<file path="src/common/nvd_pkg.sv">
// constants for the nv defaults and fail-safe select block
package nvd_pkg;
	localparam int NVD_CH = 12;
	localparam int NVD_NV_WORDS = 16;
	localparam int NVD_NV_AW = 4;
	// nv word indices
	localparam logic [3:0] NV_IDX_PWM = 4'h0;
	localparam logic [3:0] NV_IDX_SUPTH = 4'h1;
	localparam logic [3:0] NV_IDX_DIAG_LO = 4'h2;
	localparam logic [3:0] NV_IDX_DIAG_HI = 4'h3;
	localparam logic [3:0] NV_IDX_OD = 4'h4;
	localparam logic [3:0] NV_IDX_SHORT = 4'h5;
	localparam logic [3:0] NV_IDX_WD = 4'h6;
	localparam logic [3:0] NV_IDX_FS0_LO = 4'h7;
	localparam logic [3:0] NV_IDX_FS0_HI = 4'h8;
	localparam logic [3:0] NV_IDX_FS1_LO = 4'h9;
	localparam logic [3:0] NV_IDX_FS1_HI = 4'hA;
	localparam logic [3:0] NV_IDX_MISC = 4'hB;
	localparam logic [3:0] NV_IDX_CRC = 4'hF;
	localparam logic [3:0] NV_IDX_LAST = 4'hF;
	// field positions
	localparam int F_PWM_FREQ_LSB = 0;
	localparam int F_PWM_FREQ_W = 4;
	localparam int F_EXP_EN = 4;
	localparam int F_OD_CUR_LSB = 0;
	localparam int F_OD_CUR_W = 4;
	localparam int F_OD_PW_LSB = 4;
	localparam int F_OD_PW_W = 4;
	localparam int F_SHORT_TH_LSB = 0;
	localparam int F_SHORT_TH_W = 7;
	localparam int F_SHORT_AUTO = 7;
	localparam int F_WD_LSB = 0;
	localparam int F_WD_W = 4;
	localparam int F_OFAF = 0;
	// factory image
	localparam logic [7:0] NV_DEF_PWM = 8'h00;
	localparam logic [7:0] NV_DEF_SUPTH = 8'h00;
	localparam logic [7:0] NV_DEF_DIAG = 8'hFF;
	localparam logic [7:0] NV_DEF_OD = 8'h00;
	localparam logic [7:0] NV_DEF_SHORT = 8'h00;
	localparam logic [7:0] NV_DEF_WD = 8'h00;
	localparam logic [7:0] NV_DEF_FS0 = 8'h00;
	localparam logic [7:0] NV_DEF_FS1 = 8'hFF;
	localparam logic [7:0] NV_DEF_MISC = 8'h00;
	localparam logic [7:0] NV_DEF_OTHER = 8'h00;
	localparam logic [7:0] CRC_POLY = 8'h07;
	localparam logic [7:0] CRC_INIT = 8'hFF;
	// register byte addresses (word index * 4)
	localparam logic [5:0] A_CTRL = 6'h00;
	localparam logic [5:0] A_STATUS = 6'h04;
	localparam logic [5:0] A_NV_ADDR = 6'h08;
	localparam logic [5:0] A_NV_DATA = 6'h0C;
	localparam logic [5:0] A_PWM = 6'h10;
	localparam logic [5:0] A_SUPTH = 6'h14;
	localparam logic [5:0] A_DIAG = 6'h18;
	localparam logic [5:0] A_OD = 6'h1C;
	localparam logic [5:0] A_SHORT = 6'h20;
	localparam logic [5:0] A_WD = 6'h24;
	localparam logic [5:0] A_DUTY_SEL = 6'h28;
	localparam logic [5:0] A_DUTY = 6'h2C;
	localparam logic [5:0] A_CRC = 6'h30;
	// ctrl bits
	localparam int C_RELOAD = 0;
	localparam int C_SAFE_FORCE = 1;
	localparam int C_WD_KICK = 2;
	// status bits
	localparam int S_LOADED = 0;
	localparam int S_CRC_ERR = 1;
	localparam int S_FAILSAFE = 2;
	localparam int S_SAFE_SEL = 3;
	// watchdog base tick 1 ms at 20 MHz
	localparam int CLK_HZ = 20_000_000;
	localparam int WD_TICK_US = 1000;
	localparam int WD_TICK_CYC = CLK_HZ / 1_000_000 * WD_TICK_US;
	localparam logic [31:0] RD_UNMAPPED = 32'h0000_0000;
	typedef enum logic [1:0] {NVD_IDLE, NVD_READ, NVD_WAIT, NVD_DONE} nvd_load_t;
endpackage

</file>
<file path="src/core/nvd_mem.sv">
// nv store: 16 bytes, registered read, factory image at reset
module nvd_mem
	import nvd_pkg::*;
(
	input wire logic clock,
	input wire logic rst,
	input wire logic wr_en,
	input wire logic [NVD_NV_AW-1:0] wr_addr,
	input wire logic [7:0] wr_data,
	input wire logic [NVD_NV_AW-1:0] rd_addr,
	output logic [7:0] rd_data_ff
);
	logic [7:0] mem_ff [NVD_NV_WORDS];

	function automatic logic [7:0] factory(input int i);
		case (i)
			NV_IDX_DIAG_LO, NV_IDX_DIAG_HI: factory = NV_DEF_DIAG;
			NV_IDX_FS1_LO, NV_IDX_FS1_HI: factory = NV_DEF_FS1;
			default: factory = NV_DEF_OTHER;
		endcase
	endfunction

	genvar g;
	generate
		for (g = 0; g < NVD_NV_WORDS; g++) begin : g_w
			always_ff @(posedge clock or posedge rst) begin
				if (rst)
					mem_ff[g] <= factory(g);
				else if (wr_en && wr_addr == NVD_NV_AW'(g))
					mem_ff[g] <= wr_data;
			end
		end
	endgenerate

	always_ff @(posedge clock or posedge rst) begin
		if (rst)
			rd_data_ff <= 8'h00;
		else
			rd_data_ff <= mem_ff[rd_addr];
	end
endmodule

</file>
<file path="src/core/nvd_top.sv">
// nv defaults loader, fail-safe map select, one-fails-all-fail and crc check
// What this block does
// - after reset or reload each runtime setting takes its default from its nv field.
// - each channel's fault diagnostics pass only when its diagnostic-enable bit is set.
// - in fail-safe each channel output follows its own bit of the active nv map, except while one-fails-all-fail holds all outputs off.
// - the fail-safe select pin low picks map 0 and high picks map 1.
// - factory map 0 is all zero and map 1 all one, so the pin gates all outputs.
// - one-fails-all-fail is active only with its nv bit at 1, on a shared open-drain fault line.
// - the watchdog time setting governs entry into fail-safe and defaults from nv.
// - the exponential-enable setting picks linear or exponential dimming of the duty fields.
module nvd_top
	import nvd_pkg::*;
(
	input wire logic clock,
	input wire logic rst,
	input wire logic [5:0] avs_address,
	input wire logic avs_read,
	input wire logic avs_write,
	input wire logic [31:0] avs_writedata,
	output logic [31:0] avs_readdata,
	output logic avs_waitrequest,
	input wire logic failsafe_select_pin,
	input wire logic [NVD_CH-1:0] channel_fault_raw,
	input wire logic [NVD_CH-1:0] channel_on_normal,
	output logic [NVD_CH-1:0] channel_fault_masked,
	output logic [NVD_CH-1:0] channel_on,
	output logic [NVD_CH-1:0] channel_duty_sel,
	output logic [3:0] pwm_frequency_setting,
	output logic exponential_dimming_enable,
	output logic [7:0] low_supply_threshold,
	output logic [3:0] ondemand_diag_current,
	output logic [3:0] ondemand_diag_pulse_width,
	output logic auto_led_short_enable,
	output logic [6:0] led_short_threshold,
	output logic [3:0] watchdog_time_setting,
	output logic failsafe_active,
	output logic config_error,
	input wire logic fault_line_in,
	output logic fault_line_out,
	output logic fault_line_oe
);
	logic [7:0] nv_rd_data;
	logic [3:0] ld_addr_ff, nxt_ld_addr;
	nvd_load_t ld_state_ff, nxt_ld_state;
	logic [7:0] crc_ff, nxt_crc;
	logic loaded_ff;
	logic crc_err_ff;
	logic [3:0] pwm_ff;
	logic exp_ff;
	logic [7:0] supth_ff;
	logic [NVD_CH-1:0] diag_ff;
	logic [3:0] od_cur_ff;
	logic [3:0] od_pw_ff;
	logic [6:0] short_th_ff;
	logic short_auto_ff;
	logic [3:0] wd_ff;
	logic [NVD_CH-1:0] fs0_ff;
	logic [NVD_CH-1:0] fs1_ff;
	logic ofaf_ff;
	logic [3:0] nv_addr_ff;
	logic safe_force_ff;
	logic [3:0] duty_idx_ff;
	logic [11:0] duty_hi_ff [NVD_CH];
	logic [11:0] duty_lo_ff [NVD_CH];
	logic [31:0] rdata_ff;
	logic rvalid_ff;
	logic [2:0] safe_sync_ff;
	logic safe_level_ff;
	logic [2:0] fl_sync_ff;
	logic fl_level_ff;
	logic [14:0] tick_ff;
	logic [3:0] wd_cnt_ff;
	logic wd_expired_ff;

	// bus decode
	wire wr = avs_write;
	wire rd = avs_read;
	wire wr_ctrl = wr && avs_address == A_CTRL;
	wire wr_nv_data = wr && avs_address == A_NV_DATA;
	wire reload = (wr_ctrl && avs_writedata[C_RELOAD]) || (ld_state_ff == NVD_IDLE && !loaded_ff);
	wire wd_kick = wr && avs_address != A_STATUS;
	wire loading = ld_state_ff != NVD_IDLE;
	wire ld_take = ld_state_ff == NVD_WAIT;
	wire [NVD_NV_AW-1:0] mem_rd_addr = loading ? ld_addr_ff : nv_addr_ff;
	wire [7:0] duty_sel_idx = {4'h0, duty_idx_ff};

	nvd_mem u_mem (
		.clock(clock),
		.rst(rst),
		.wr_en(wr_nv_data && !loading),
		.wr_addr(nv_addr_ff),
		.wr_data(avs_writedata[7:0]),
		.rd_addr(mem_rd_addr),
		.rd_data_ff(nv_rd_data)
	);

	function automatic logic [7:0] crc8_step(input logic [7:0] c, input logic [7:0] d);
		logic [7:0] r;
		r = c ^ d;
		for (int i = 0; i < 8; i++)
			r = r[7] ? ((r << 1) ^ CRC_POLY) : (r << 1);
		return r;
	endfunction

	// loader sequence: one nv byte every two cycles
	always_comb begin
		nxt_ld_state = ld_state_ff;
		nxt_ld_addr = ld_addr_ff;
		nxt_crc = crc_ff;
		unique case (ld_state_ff)
			NVD_IDLE: begin
				if (reload) begin
					nxt_ld_state = NVD_READ;
					nxt_ld_addr = 4'h0;
					nxt_crc = CRC_INIT;
				end
			end
			NVD_READ: nxt_ld_state = NVD_WAIT;
			NVD_WAIT: begin
				if (ld_addr_ff != NV_IDX_CRC)
					nxt_crc = crc8_step(crc_ff, nv_rd_data);
				if (ld_addr_ff == NV_IDX_LAST)
					nxt_ld_state = NVD_DONE;
				else begin
					nxt_ld_addr = ld_addr_ff + 4'h1;
					nxt_ld_state = NVD_READ;
				end
			end
			NVD_DONE: nxt_ld_state = NVD_IDLE;
		endcase
	end

	always_ff @(posedge clock or posedge rst) begin
		if (rst) begin
			ld_state_ff <= NVD_IDLE;
			ld_addr_ff <= 4'h0;
			crc_ff <= CRC_INIT;
		end else begin
			ld_state_ff <= nxt_ld_state;
			ld_addr_ff <= nxt_ld_addr;
			crc_ff <= nxt_crc;
		end
	end

	always_ff @(posedge clock or posedge rst) begin
		if (rst) begin
			loaded_ff <= 1'b0;
			crc_err_ff <= 1'b0;
		end else if (ld_state_ff == NVD_DONE) begin
			loaded_ff <= 1'b1;
		end else if (ld_take && ld_addr_ff == NV_IDX_CRC) begin
			crc_err_ff <= crc_ff != nv_rd_data;
		end
	end

	// runtime settings: nv defaults on load, software writes after
	always_ff @(posedge clock or posedge rst) begin
		if (rst) begin
			pwm_ff <= NV_DEF_PWM[F_PWM_FREQ_LSB +: F_PWM_FREQ_W];
			exp_ff <= NV_DEF_PWM[F_EXP_EN];
			supth_ff <= NV_DEF_SUPTH;
			diag_ff <= {NV_DEF_DIAG[3:0], NV_DEF_DIAG};
			od_cur_ff <= NV_DEF_OD[F_OD_CUR_LSB +: F_OD_CUR_W];
			od_pw_ff <= NV_DEF_OD[F_OD_PW_LSB +: F_OD_PW_W];
			short_th_ff <= NV_DEF_SHORT[F_SHORT_TH_LSB +: F_SHORT_TH_W];
			short_auto_ff <= NV_DEF_SHORT[F_SHORT_AUTO];
			wd_ff <= NV_DEF_WD[F_WD_LSB +: F_WD_W];
			fs0_ff <= {NV_DEF_FS0[3:0], NV_DEF_FS0};
			fs1_ff <= {NV_DEF_FS1[3:0], NV_DEF_FS1};
			ofaf_ff <= NV_DEF_MISC[F_OFAF];
		end else if (ld_take) begin
			unique case (ld_addr_ff)
				NV_IDX_PWM: begin
					pwm_ff <= nv_rd_data[F_PWM_FREQ_LSB +: F_PWM_FREQ_W];
					exp_ff <= nv_rd_data[F_EXP_EN];
				end
				NV_IDX_SUPTH: supth_ff <= nv_rd_data;
				NV_IDX_DIAG_LO: diag_ff[7:0] <= nv_rd_data;
				NV_IDX_DIAG_HI: diag_ff[11:8] <= nv_rd_data[3:0];
				NV_IDX_OD: begin
					od_cur_ff <= nv_rd_data[F_OD_CUR_LSB +: F_OD_CUR_W];
					od_pw_ff <= nv_rd_data[F_OD_PW_LSB +: F_OD_PW_W];
				end
				NV_IDX_SHORT: begin
					short_th_ff <= nv_rd_data[F_SHORT_TH_LSB +: F_SHORT_TH_W];
					short_auto_ff <= nv_rd_data[F_SHORT_AUTO];
				end
				NV_IDX_WD: wd_ff <= nv_rd_data[F_WD_LSB +: F_WD_W];
				NV_IDX_FS0_LO: fs0_ff[7:0] <= nv_rd_data;
				NV_IDX_FS0_HI: fs0_ff[11:8] <= nv_rd_data[3:0];
				NV_IDX_FS1_LO: fs1_ff[7:0] <= nv_rd_data;
				NV_IDX_FS1_HI: fs1_ff[11:8] <= nv_rd_data[3:0];
				NV_IDX_MISC: ofaf_ff <= nv_rd_data[F_OFAF];
				default: ;
			endcase
		end else if (wr) begin
			unique case (avs_address)
				A_PWM: begin
					pwm_ff <= avs_writedata[F_PWM_FREQ_LSB +: F_PWM_FREQ_W];
					exp_ff <= avs_writedata[F_EXP_EN];
				end
				A_SUPTH: supth_ff <= avs_writedata[7:0];
				A_DIAG: diag_ff <= avs_writedata[NVD_CH-1:0];
				A_OD: begin
					od_cur_ff <= avs_writedata[F_OD_CUR_LSB +: F_OD_CUR_W];
					od_pw_ff <= avs_writedata[F_OD_PW_LSB +: F_OD_PW_W];
				end
				A_SHORT: begin
					short_th_ff <= avs_writedata[F_SHORT_TH_LSB +: F_SHORT_TH_W];
					short_auto_ff <= avs_writedata[F_SHORT_AUTO];
				end
				A_WD: wd_ff <= avs_writedata[F_WD_LSB +: F_WD_W];
				default: ;
			endcase
		end
	end

	// misc software registers
	always_ff @(posedge clock or posedge rst) begin
		if (rst) begin
			nv_addr_ff <= 4'h0;
			safe_force_ff <= 1'b0;
			duty_idx_ff <= 4'h0;
		end else if (wr) begin
			if (avs_address == A_NV_ADDR)
				nv_addr_ff <= avs_writedata[3:0];
			if (wr_ctrl)
				safe_force_ff <= avs_writedata[C_SAFE_FORCE];
			if (avs_address == A_DUTY_SEL)
				duty_idx_ff <= avs_writedata[3:0];
		end
	end

	genvar g;
	generate
		for (g = 0; g < NVD_CH; g++) begin : g_duty
			always_ff @(posedge clock or posedge rst) begin
				if (rst) begin
					duty_hi_ff[g] <= 12'h000;
					duty_lo_ff[g] <= 12'h000;
				end else if (wr && avs_address == A_DUTY && duty_idx_ff == 4'(g)) begin
					duty_hi_ff[g] <= avs_writedata[27:16];
					duty_lo_ff[g] <= avs_writedata[11:0];
				end
			end
		end
	endgenerate

	// watchdog: 1 ms ticks, expiry after setting ticks without a write to any address but STATUS; 0 disables
	wire wd_fire = tick_ff == 15'(WD_TICK_CYC - 1) && wd_ff != 4'h0 && !wd_expired_ff && (wd_cnt_ff + 4'h1) == wd_ff;
	always_ff @(posedge clock or posedge rst) begin
		if (rst) begin
			tick_ff <= 15'h0000;
			wd_cnt_ff <= 4'h0;
			wd_expired_ff <= 1'b0;
		end else if (wd_kick) begin
			tick_ff <= 15'h0000;
			wd_cnt_ff <= 4'h0;
			wd_expired_ff <= wd_fire;
		end else if (tick_ff == 15'(WD_TICK_CYC - 1)) begin
			tick_ff <= 15'h0000;
			if (wd_ff != 4'h0 && !wd_expired_ff) begin
				wd_cnt_ff <= wd_cnt_ff + 4'h1;
				wd_expired_ff <= (wd_cnt_ff + 4'h1) == wd_ff;
			end
		end else begin
			tick_ff <= tick_ff + 15'h0001;
		end
	end

	// pin synchronisers, change accepted when stages two and three agree
	always_ff @(posedge clock or posedge rst) begin
		if (rst) begin
			safe_sync_ff <= 3'h0;
			safe_level_ff <= 1'b0;
			fl_sync_ff <= 3'h7;
			fl_level_ff <= 1'b1;
		end else begin
			safe_sync_ff <= {safe_sync_ff[1:0], failsafe_select_pin};
			fl_sync_ff <= {fl_sync_ff[1:0], fault_line_in};
			if (safe_sync_ff[1] == safe_sync_ff[2])
				safe_level_ff <= safe_sync_ff[2];
			if (fl_sync_ff[1] == fl_sync_ff[2])
				fl_level_ff <= fl_sync_ff[2];
		end
	end

	// outputs
	wire safe_on = wd_expired_ff || safe_force_ff;
	wire [NVD_CH-1:0] safe_map = safe_level_ff ? fs1_ff : fs0_ff;
	wire own_fault = |(channel_fault_raw & diag_ff);
	wire ext_fault = ofaf_ff && !fl_level_ff && !own_fault;
	wire [NVD_CH-1:0] map_on = safe_on ? safe_map : channel_on_normal;

	assign channel_fault_masked = channel_fault_raw & diag_ff;
	assign channel_on = ext_fault ? {NVD_CH{1'b0}} : map_on;
	assign fault_line_out = 1'b0;
	assign fault_line_oe = own_fault || crc_err_ff;
	assign failsafe_active = safe_on;
	assign config_error = crc_err_ff;
	assign pwm_frequency_setting = pwm_ff;
	assign exponential_dimming_enable = exp_ff;
	assign low_supply_threshold = supth_ff;
	assign ondemand_diag_current = od_cur_ff;
	assign ondemand_diag_pulse_width = od_pw_ff;
	assign auto_led_short_enable = short_auto_ff;
	assign led_short_threshold = short_th_ff;
	assign watchdog_time_setting = wd_ff;

	// duty select: per-channel high/low fields picked by dimming method
	generate
		for (g = 0; g < NVD_CH; g++) begin : g_dsel
			assign channel_duty_sel[g] = exp_ff ? (duty_hi_ff[g] > duty_lo_ff[g]) : (duty_hi_ff[g] != 12'h000);
		end
	endgenerate

	// read mux, registered, one wait cycle
	wire [31:0] status_word = {28'h0, safe_level_ff, safe_on, crc_err_ff, loaded_ff};
	wire [31:0] duty_word = {4'h0, duty_hi_ff[duty_idx_ff], 4'h0, duty_lo_ff[duty_idx_ff]};
	wire [31:0] rd_mux =
		avs_address == A_CTRL ? {30'h0, safe_force_ff, 1'b0} :
		avs_address == A_STATUS ? status_word :
		avs_address == A_NV_ADDR ? {28'h0, nv_addr_ff} :
		avs_address == A_NV_DATA ? {24'h0, nv_rd_data} :
		avs_address == A_PWM ? {27'h0, exp_ff, pwm_ff} :
		avs_address == A_SUPTH ? {24'h0, supth_ff} :
		avs_address == A_DIAG ? {20'h0, diag_ff} :
		avs_address == A_OD ? {24'h0, od_pw_ff, od_cur_ff} :
		avs_address == A_SHORT ? {24'h0, short_auto_ff, short_th_ff} :
		avs_address == A_WD ? {28'h0, wd_ff} :
		avs_address == A_DUTY_SEL ? {24'h0, duty_sel_idx} :
		avs_address == A_DUTY ? duty_word :
		avs_address == A_CRC ? {24'h0, crc_ff} : RD_UNMAPPED;

	always_ff @(posedge clock or posedge rst) begin
		if (rst) begin
			rdata_ff <= 32'h0000_0000;
			rvalid_ff <= 1'b0;
		end else begin
			rvalid_ff <= rd && !rvalid_ff;
			if (rd && !rvalid_ff)
				rdata_ff <= rd_mux;
		end
	end

	assign avs_readdata = rdata_ff;
	assign avs_waitrequest = rd && !rvalid_ff;
endmodule

</file>
<file path="config.mk">
export PLATFORM = sky130hd
export DESIGN_NAME = nvd_top
export DESIGN_NICKNAME = d
export VERILOG_FILES = /design/src/common/nvd_pkg.sv /design/src/core/nvd_mem.sv /design/src/core/nvd_top.sv
export SDC_FILE = /design/constraint.sdc
export NUM_CORES = 2
export LEC_CHECK = 0
export ABC_AREA = 0
export BUFFER_PORTS_ARGS = -buffer_cell sky130_fd_sc_hd__buf_2
export CAP_MARGIN = 20
export CORE_MARGIN = 3
export CORE_UTILIZATION = 60
export DETAILED_ROUTE_END_ITERATION = 10
export GPL_TIMING_DRIVEN = 1
export HOLD_SLACK_MARGIN = 0.06
export PLACE_DENSITY = 0.86
export SYNTH_ARGS = -nofsm -noshare
export SYNTH_HDL_FRONTEND = slang
export SYNTH_SLANG_ARGS = --single-unit
</file>
<file path="constraint.sdc">
create_clock -name clock -period 24.7 [get_ports clock]
set_clock_uncertainty 0.15 [all_clocks]
set_input_delay 2.47 -clock clock [delete_from_list [all_inputs] [get_ports clock]]
set_output_delay 2.47 -clock clock [all_outputs]
set_load 0.005 [all_outputs]
</file>
==> impl_metrics.xml <==
<?xml version="1.0" encoding="UTF-8"?>
<metrics>
  <group name="run_status">
    <metric name="run_status" unit="">finished, final reports clean</metric>
  </group>
  <group name="clocking">
    <metric name="clockBufferDepth" unit="">3</metric>
    <metric name="hold_buffers" unit="">0</metric>
    <metric name="number_of_buffers_inserted_during_clock_tree_synthesis" unit="">57</metric>
    <metric name="clock_sink_count" unit="">572</metric>
    <metric name="cts_tree" unit="">yes</metric>
    <metric name="post_cts_buffers" unit="">0</metric>
    <metric name="post_cts.resized_instances" unit="">0</metric>
    <metric name="cts.root.buffer_cell" unit="">clkbuf_16</metric>
    <metric name="worstSkewPairLatency" unit="ps">630</metric>
    <metric name="clk_transition_reported_paths" unit="ps">60</metric>
    <metric name="cts-htree-levels" unit="">2</metric>
  </group>
  <group name="floorplan">
    <metric name="fp.coreArea" unit="um2">50380</metric>
    <metric name="io-pin-count" unit="">174</metric>
    <metric name="fp.dieW" unit="um">232.4</metric>
    <metric name="die-height" unit="um">232.4</metric>
    <metric name="floorplan.die_area" unit="um2">54020</metric>
    <metric name="initial_core_util" unit="%">61.06</metric>
    <metric name="floorplan.rows" unit="">82</metric>
  </group>
  <group name="timing">
    <metric name="rsz0062_at_grt" unit="">false</metric>
    <metric name="timing.max_slew.rel_slack" unit="%">24.07</metric>
    <metric name="finalCriticalPeriod" unit="ps">7651</metric>
    <metric name="timing.final.crit_share" unit="%">30.98</metric>
    <metric name="setup-violations-final" unit="">0</metric>
    <metric name="final_max_slew_viol_count" unit="">0</metric>
    <metric name="setup_total_negative_slack" unit="ps">0</metric>
    <metric name="max_slew.worst_pin.slew" unit="ps">1139</metric>
    <metric name="final_hold_viol_count" unit="">0</metric>
    <metric name="fmaxAchievable" unit="GHz">0.1307</metric>
  </group>
  <group name="power">
    <metric name="power_switching" unit="mW">0.8722</metric>
    <metric name="worst_ir_drop_vdd" unit="V">0.00005505</metric>
    <metric name="power_frac_comb" unit="%">23.9</metric>
    <metric name="power.clock.fraction" unit="%">32.9</metric>
    <metric name="leakage" unit="nW">16.43</metric>
    <metric name="switching_share" unit="%">32.48</metric>
    <metric name="internal_power" unit="mW">1.813</metric>
    <metric name="power.density" unit="nW/um2">79.12</metric>
    <metric name="power.share.sequential" unit="%">43.2</metric>
  </group>
  <group name="global_route">
    <metric name="first_global_vias" unit="">23490</metric>
    <metric name="met1_track_demand_over_resource" unit="%">43.22</metric>
    <metric name="use_met3" unit="%">6.513</metric>
    <metric name="number_of_antenna_violations_at_the_first_check_in_global_routing" unit="">5</metric>
    <metric name="global_route_wire_length_before_repair" unit="um">136500</metric>
    <metric name="globalRoute.busiestLayer" unit="">met2</metric>
    <metric name="globalRoute.totalOverflow" unit="">0</metric>
    <metric name="largest_net_degree_at_the_start_of_global_routing" unit="">204</metric>
    <metric name="groute.usage.overall" unit="%">32.92</metric>
    <metric name="grtUsageMet2" unit="%">51.25</metric>
  </group>
  <group name="yosys">
    <metric name="synth_sequential_area_ratio" unit="%">46.81</metric>
    <metric name="most_numerous_cell_in_the_yosys_netlist" unit="">dfrtp_1</metric>
    <metric name="synth_top_area_share" unit="%">41.00</metric>
    <metric name="synth.lib_cells_used.distinct" unit="">73</metric>
    <metric name="mappedNetlistArea" unit="um2">30760</metric>
    <metric name="ys.flop_type" unit="">dfrtp_1</metric>
    <metric name="synth_edf_count" unit="">0</metric>
    <metric name="synth.area.top_cells" unit="">dfrtp_1, mux2_2, ha_1</metric>
    <metric name="synth_seq_cells" unit="">572</metric>
    <metric name="synthesis.instances" unit="">2668</metric>
    <metric name="avgSynthCellArea" unit="um2">11.53</metric>
    <metric name="yosys.area.top_type" unit="">dfrtp_1</metric>
    <metric name="ys.warnings.count" unit="">0</metric>
    <metric name="synth_top_cells_by_count" unit="">dfrtp_1, mux2_2, nand2_1, inv_1, ha_1</metric>
    <metric name="async_reset_ff_share" unit="%">100.0</metric>
  </group>
  <group name="detailed_routing">
    <metric name="drt-vias-per-instance" unit="">6.636</metric>
    <metric name="remaining_drc_errors" unit="">0</metric>
    <metric name="ant_nets" unit="">0</metric>
    <metric name="number_of_drc_markers_after_the_initial_detailed_route_iteration" unit="">2443</metric>
    <metric name="detail_route.first_pass.iterations" unit="">6</metric>
    <metric name="drt-wirelength-per-cell" unit="um">25.70</metric>
    <metric name="routed_wirelength" unit="um">89170</metric>
    <metric name="via_count" unit="">23030</metric>
  </group>
  <group name="worst_setup_path">
    <metric name="crit_required" unit="ps">22080</metric>
    <metric name="critical_path.max_fanout" unit="">12</metric>
    <metric name="end_kind" unit="">primary output</metric>
    <metric name="startpoint_type" unit="">input port</metric>
    <metric name="rr_worst_depth" unit="">6</metric>
    <metric name="critical_path_class" unit="">in2out</metric>
    <metric name="worst_endpoint_data_arrival_time" unit="ps">5030</metric>
  </group>
  <group name="hold_path">
    <metric name="min_delay_path_class" unit="">reg2reg</metric>
    <metric name="worstHoldPathCells" unit="">0</metric>
  </group>
  <group name="final_layout">
    <metric name="syn2layout_area_growth" unit="%">10.35</metric>
    <metric name="nets" unit="">2968</metric>
    <metric name="final-instance-count-excl-fill" unit="">3470</metric>
    <metric name="multi_input_area" unit="um2">15060</metric>
    <metric name="fill_cells" unit="">3470</metric>
    <metric name="final_layout_size_suffix_gt1_share" unit="%">31.17</metric>
    <metric name="register_area" unit="um2">14410</metric>
  </group>
  <group name="job">
    <metric name="maxcap_violations" unit="">0</metric>
  </group>
  <group name="placement">
    <metric name="post-dp-hpwl" unit="um">61100</metric>
    <metric name="globalplace.congestion" unit="">0.9671</metric>
    <metric name="place.detailed.instances" unit="">3356</metric>
    <metric name="io_buffers" unit="">156</metric>
  </group>
</metrics>
## cells by family (layout without fill, tap and decap cells)
kind of cell / count (synthesis) / in the layout / synth area share, %
buffers and inverters: 352 / 470 / 4.470
other: 1 / 13 / 0.01219
multiplexers: 565 / 565 / 23.17
flip-flops: 572 / 572 / 46.81
AND/OR/NAND/NOR: 594 / 594 / 9.913
adder cells (fa/ha/maj): 155 / 155 / 6.289
XOR/XNOR: 43 / 43 / 1.224
AO/OA/AOI/OAI: 386 / 386 / 8.107
## final timing paths
path / slack, ps / from / to
hold / removal: 210 / safe_sync_ff[0] / safe_sync_ff[1]
min in group asynchronous: 1860 / rst / duty_lo_ff[93]
max in group asynchronous: 20880 / rst / u_mem.mem_ff[20]
setup / recovery: 17050 / channel_fault_raw[3] / channel_on[7]
hold reg to reg: 210 / safe_sync_ff[0] / safe_sync_ff[1]
setup reg to reg: 21100 / duty_idx_ff[0] / avs_readdata[4]
## worst max-delay path, stage by stage
cell and delay [ps]:
buf_2 90, and2_1 150, or4_1 500, or4_1 570, nor4_1 380, and3b_1 550
a211oi_1 140, buf_2 170
## final cells by class
| cell class | instances | share of cell area (%) |
|---|---|---|
| multi-input combinational | 1752 | 44.36 |
| sequential | 572 | 42.45 |
| antenna | 4 | 0.02949 |
| clock buffer | 86 | 5.032 |
| inverter | 179 | 2.002 |
| timing repair buffer | 185 | 3.096 |
| tap | 672 | 2.477 |
| clock inverter | 20 | 0.5529 |
## registers in the layout, summed over array words and instances, names as in the netlist, 7 cells and up
signal	cells
duty_hi_ff	144
duty_lo_ff	144
u_mem.mem_ff	128
avs_readdata	24
tick_ff	15
diag_ff	12
fs0_ff	12
fs1_ff	12
crc_ff	8
low_supply_threshold	8
u_mem.rd_data_ff	8
led_short_threshold	7
## routing by layer
| layer | share of wire, % | wire [um] |
|---|---|---|
| met3 | 9.3 | 8317 |
| met4 | 6.7 | 5964 |
| met2 | 46 | 40870 |
| met1 | 38 | 34020 |
| met5 | 0 | 0 |
## stage by stage
step                power [mW]  hold slack (ps)  area [um2]  utilization, %  setup WS, ps
floorplan                1.547            181.2       30790               -          6192
global placement         1.772            188.1       31980           63.48         17240
detailed placement       1.798            187.2       31980           63.48         17120
CTS                      2.679            198.2       33880           67.24         17080
global route             2.783            199.4       33940           67.37         16970
finish                   2.685            207.9       33940           67.38         17050
## cells in the final DEF, fill, tap and decap left out, types with 22 or more instances in the layout
master and n:
inv_1 177, buf_2 156, a21oi_1 60, mux4_2 76, mux2i_1 70, nor4_1 41
mux2_2 416, nand2_1 231, a21o_1 31, dfrtp_1 501, xnor2_1 22, clkbuf_16 59
nand4_1 62, nand3_1 45, nor2_1 63, nor2b_1 32, ha_1 153, dfstp_2 68
o21ai_0 135, buf_4 24
## power groups by stage
stage	Clock [mW]	Combinational [mW]	Sequential, mW
finish	0.884	0.642	1.16
global placement	0	0.610	1.16
detailed placement	0	0.628	1.17
global route	0.926	0.690	1.17
CTS	0.888	0.637	1.15
floorplan	0	0.440	1.11
Power figures use the tool's default switching activity.
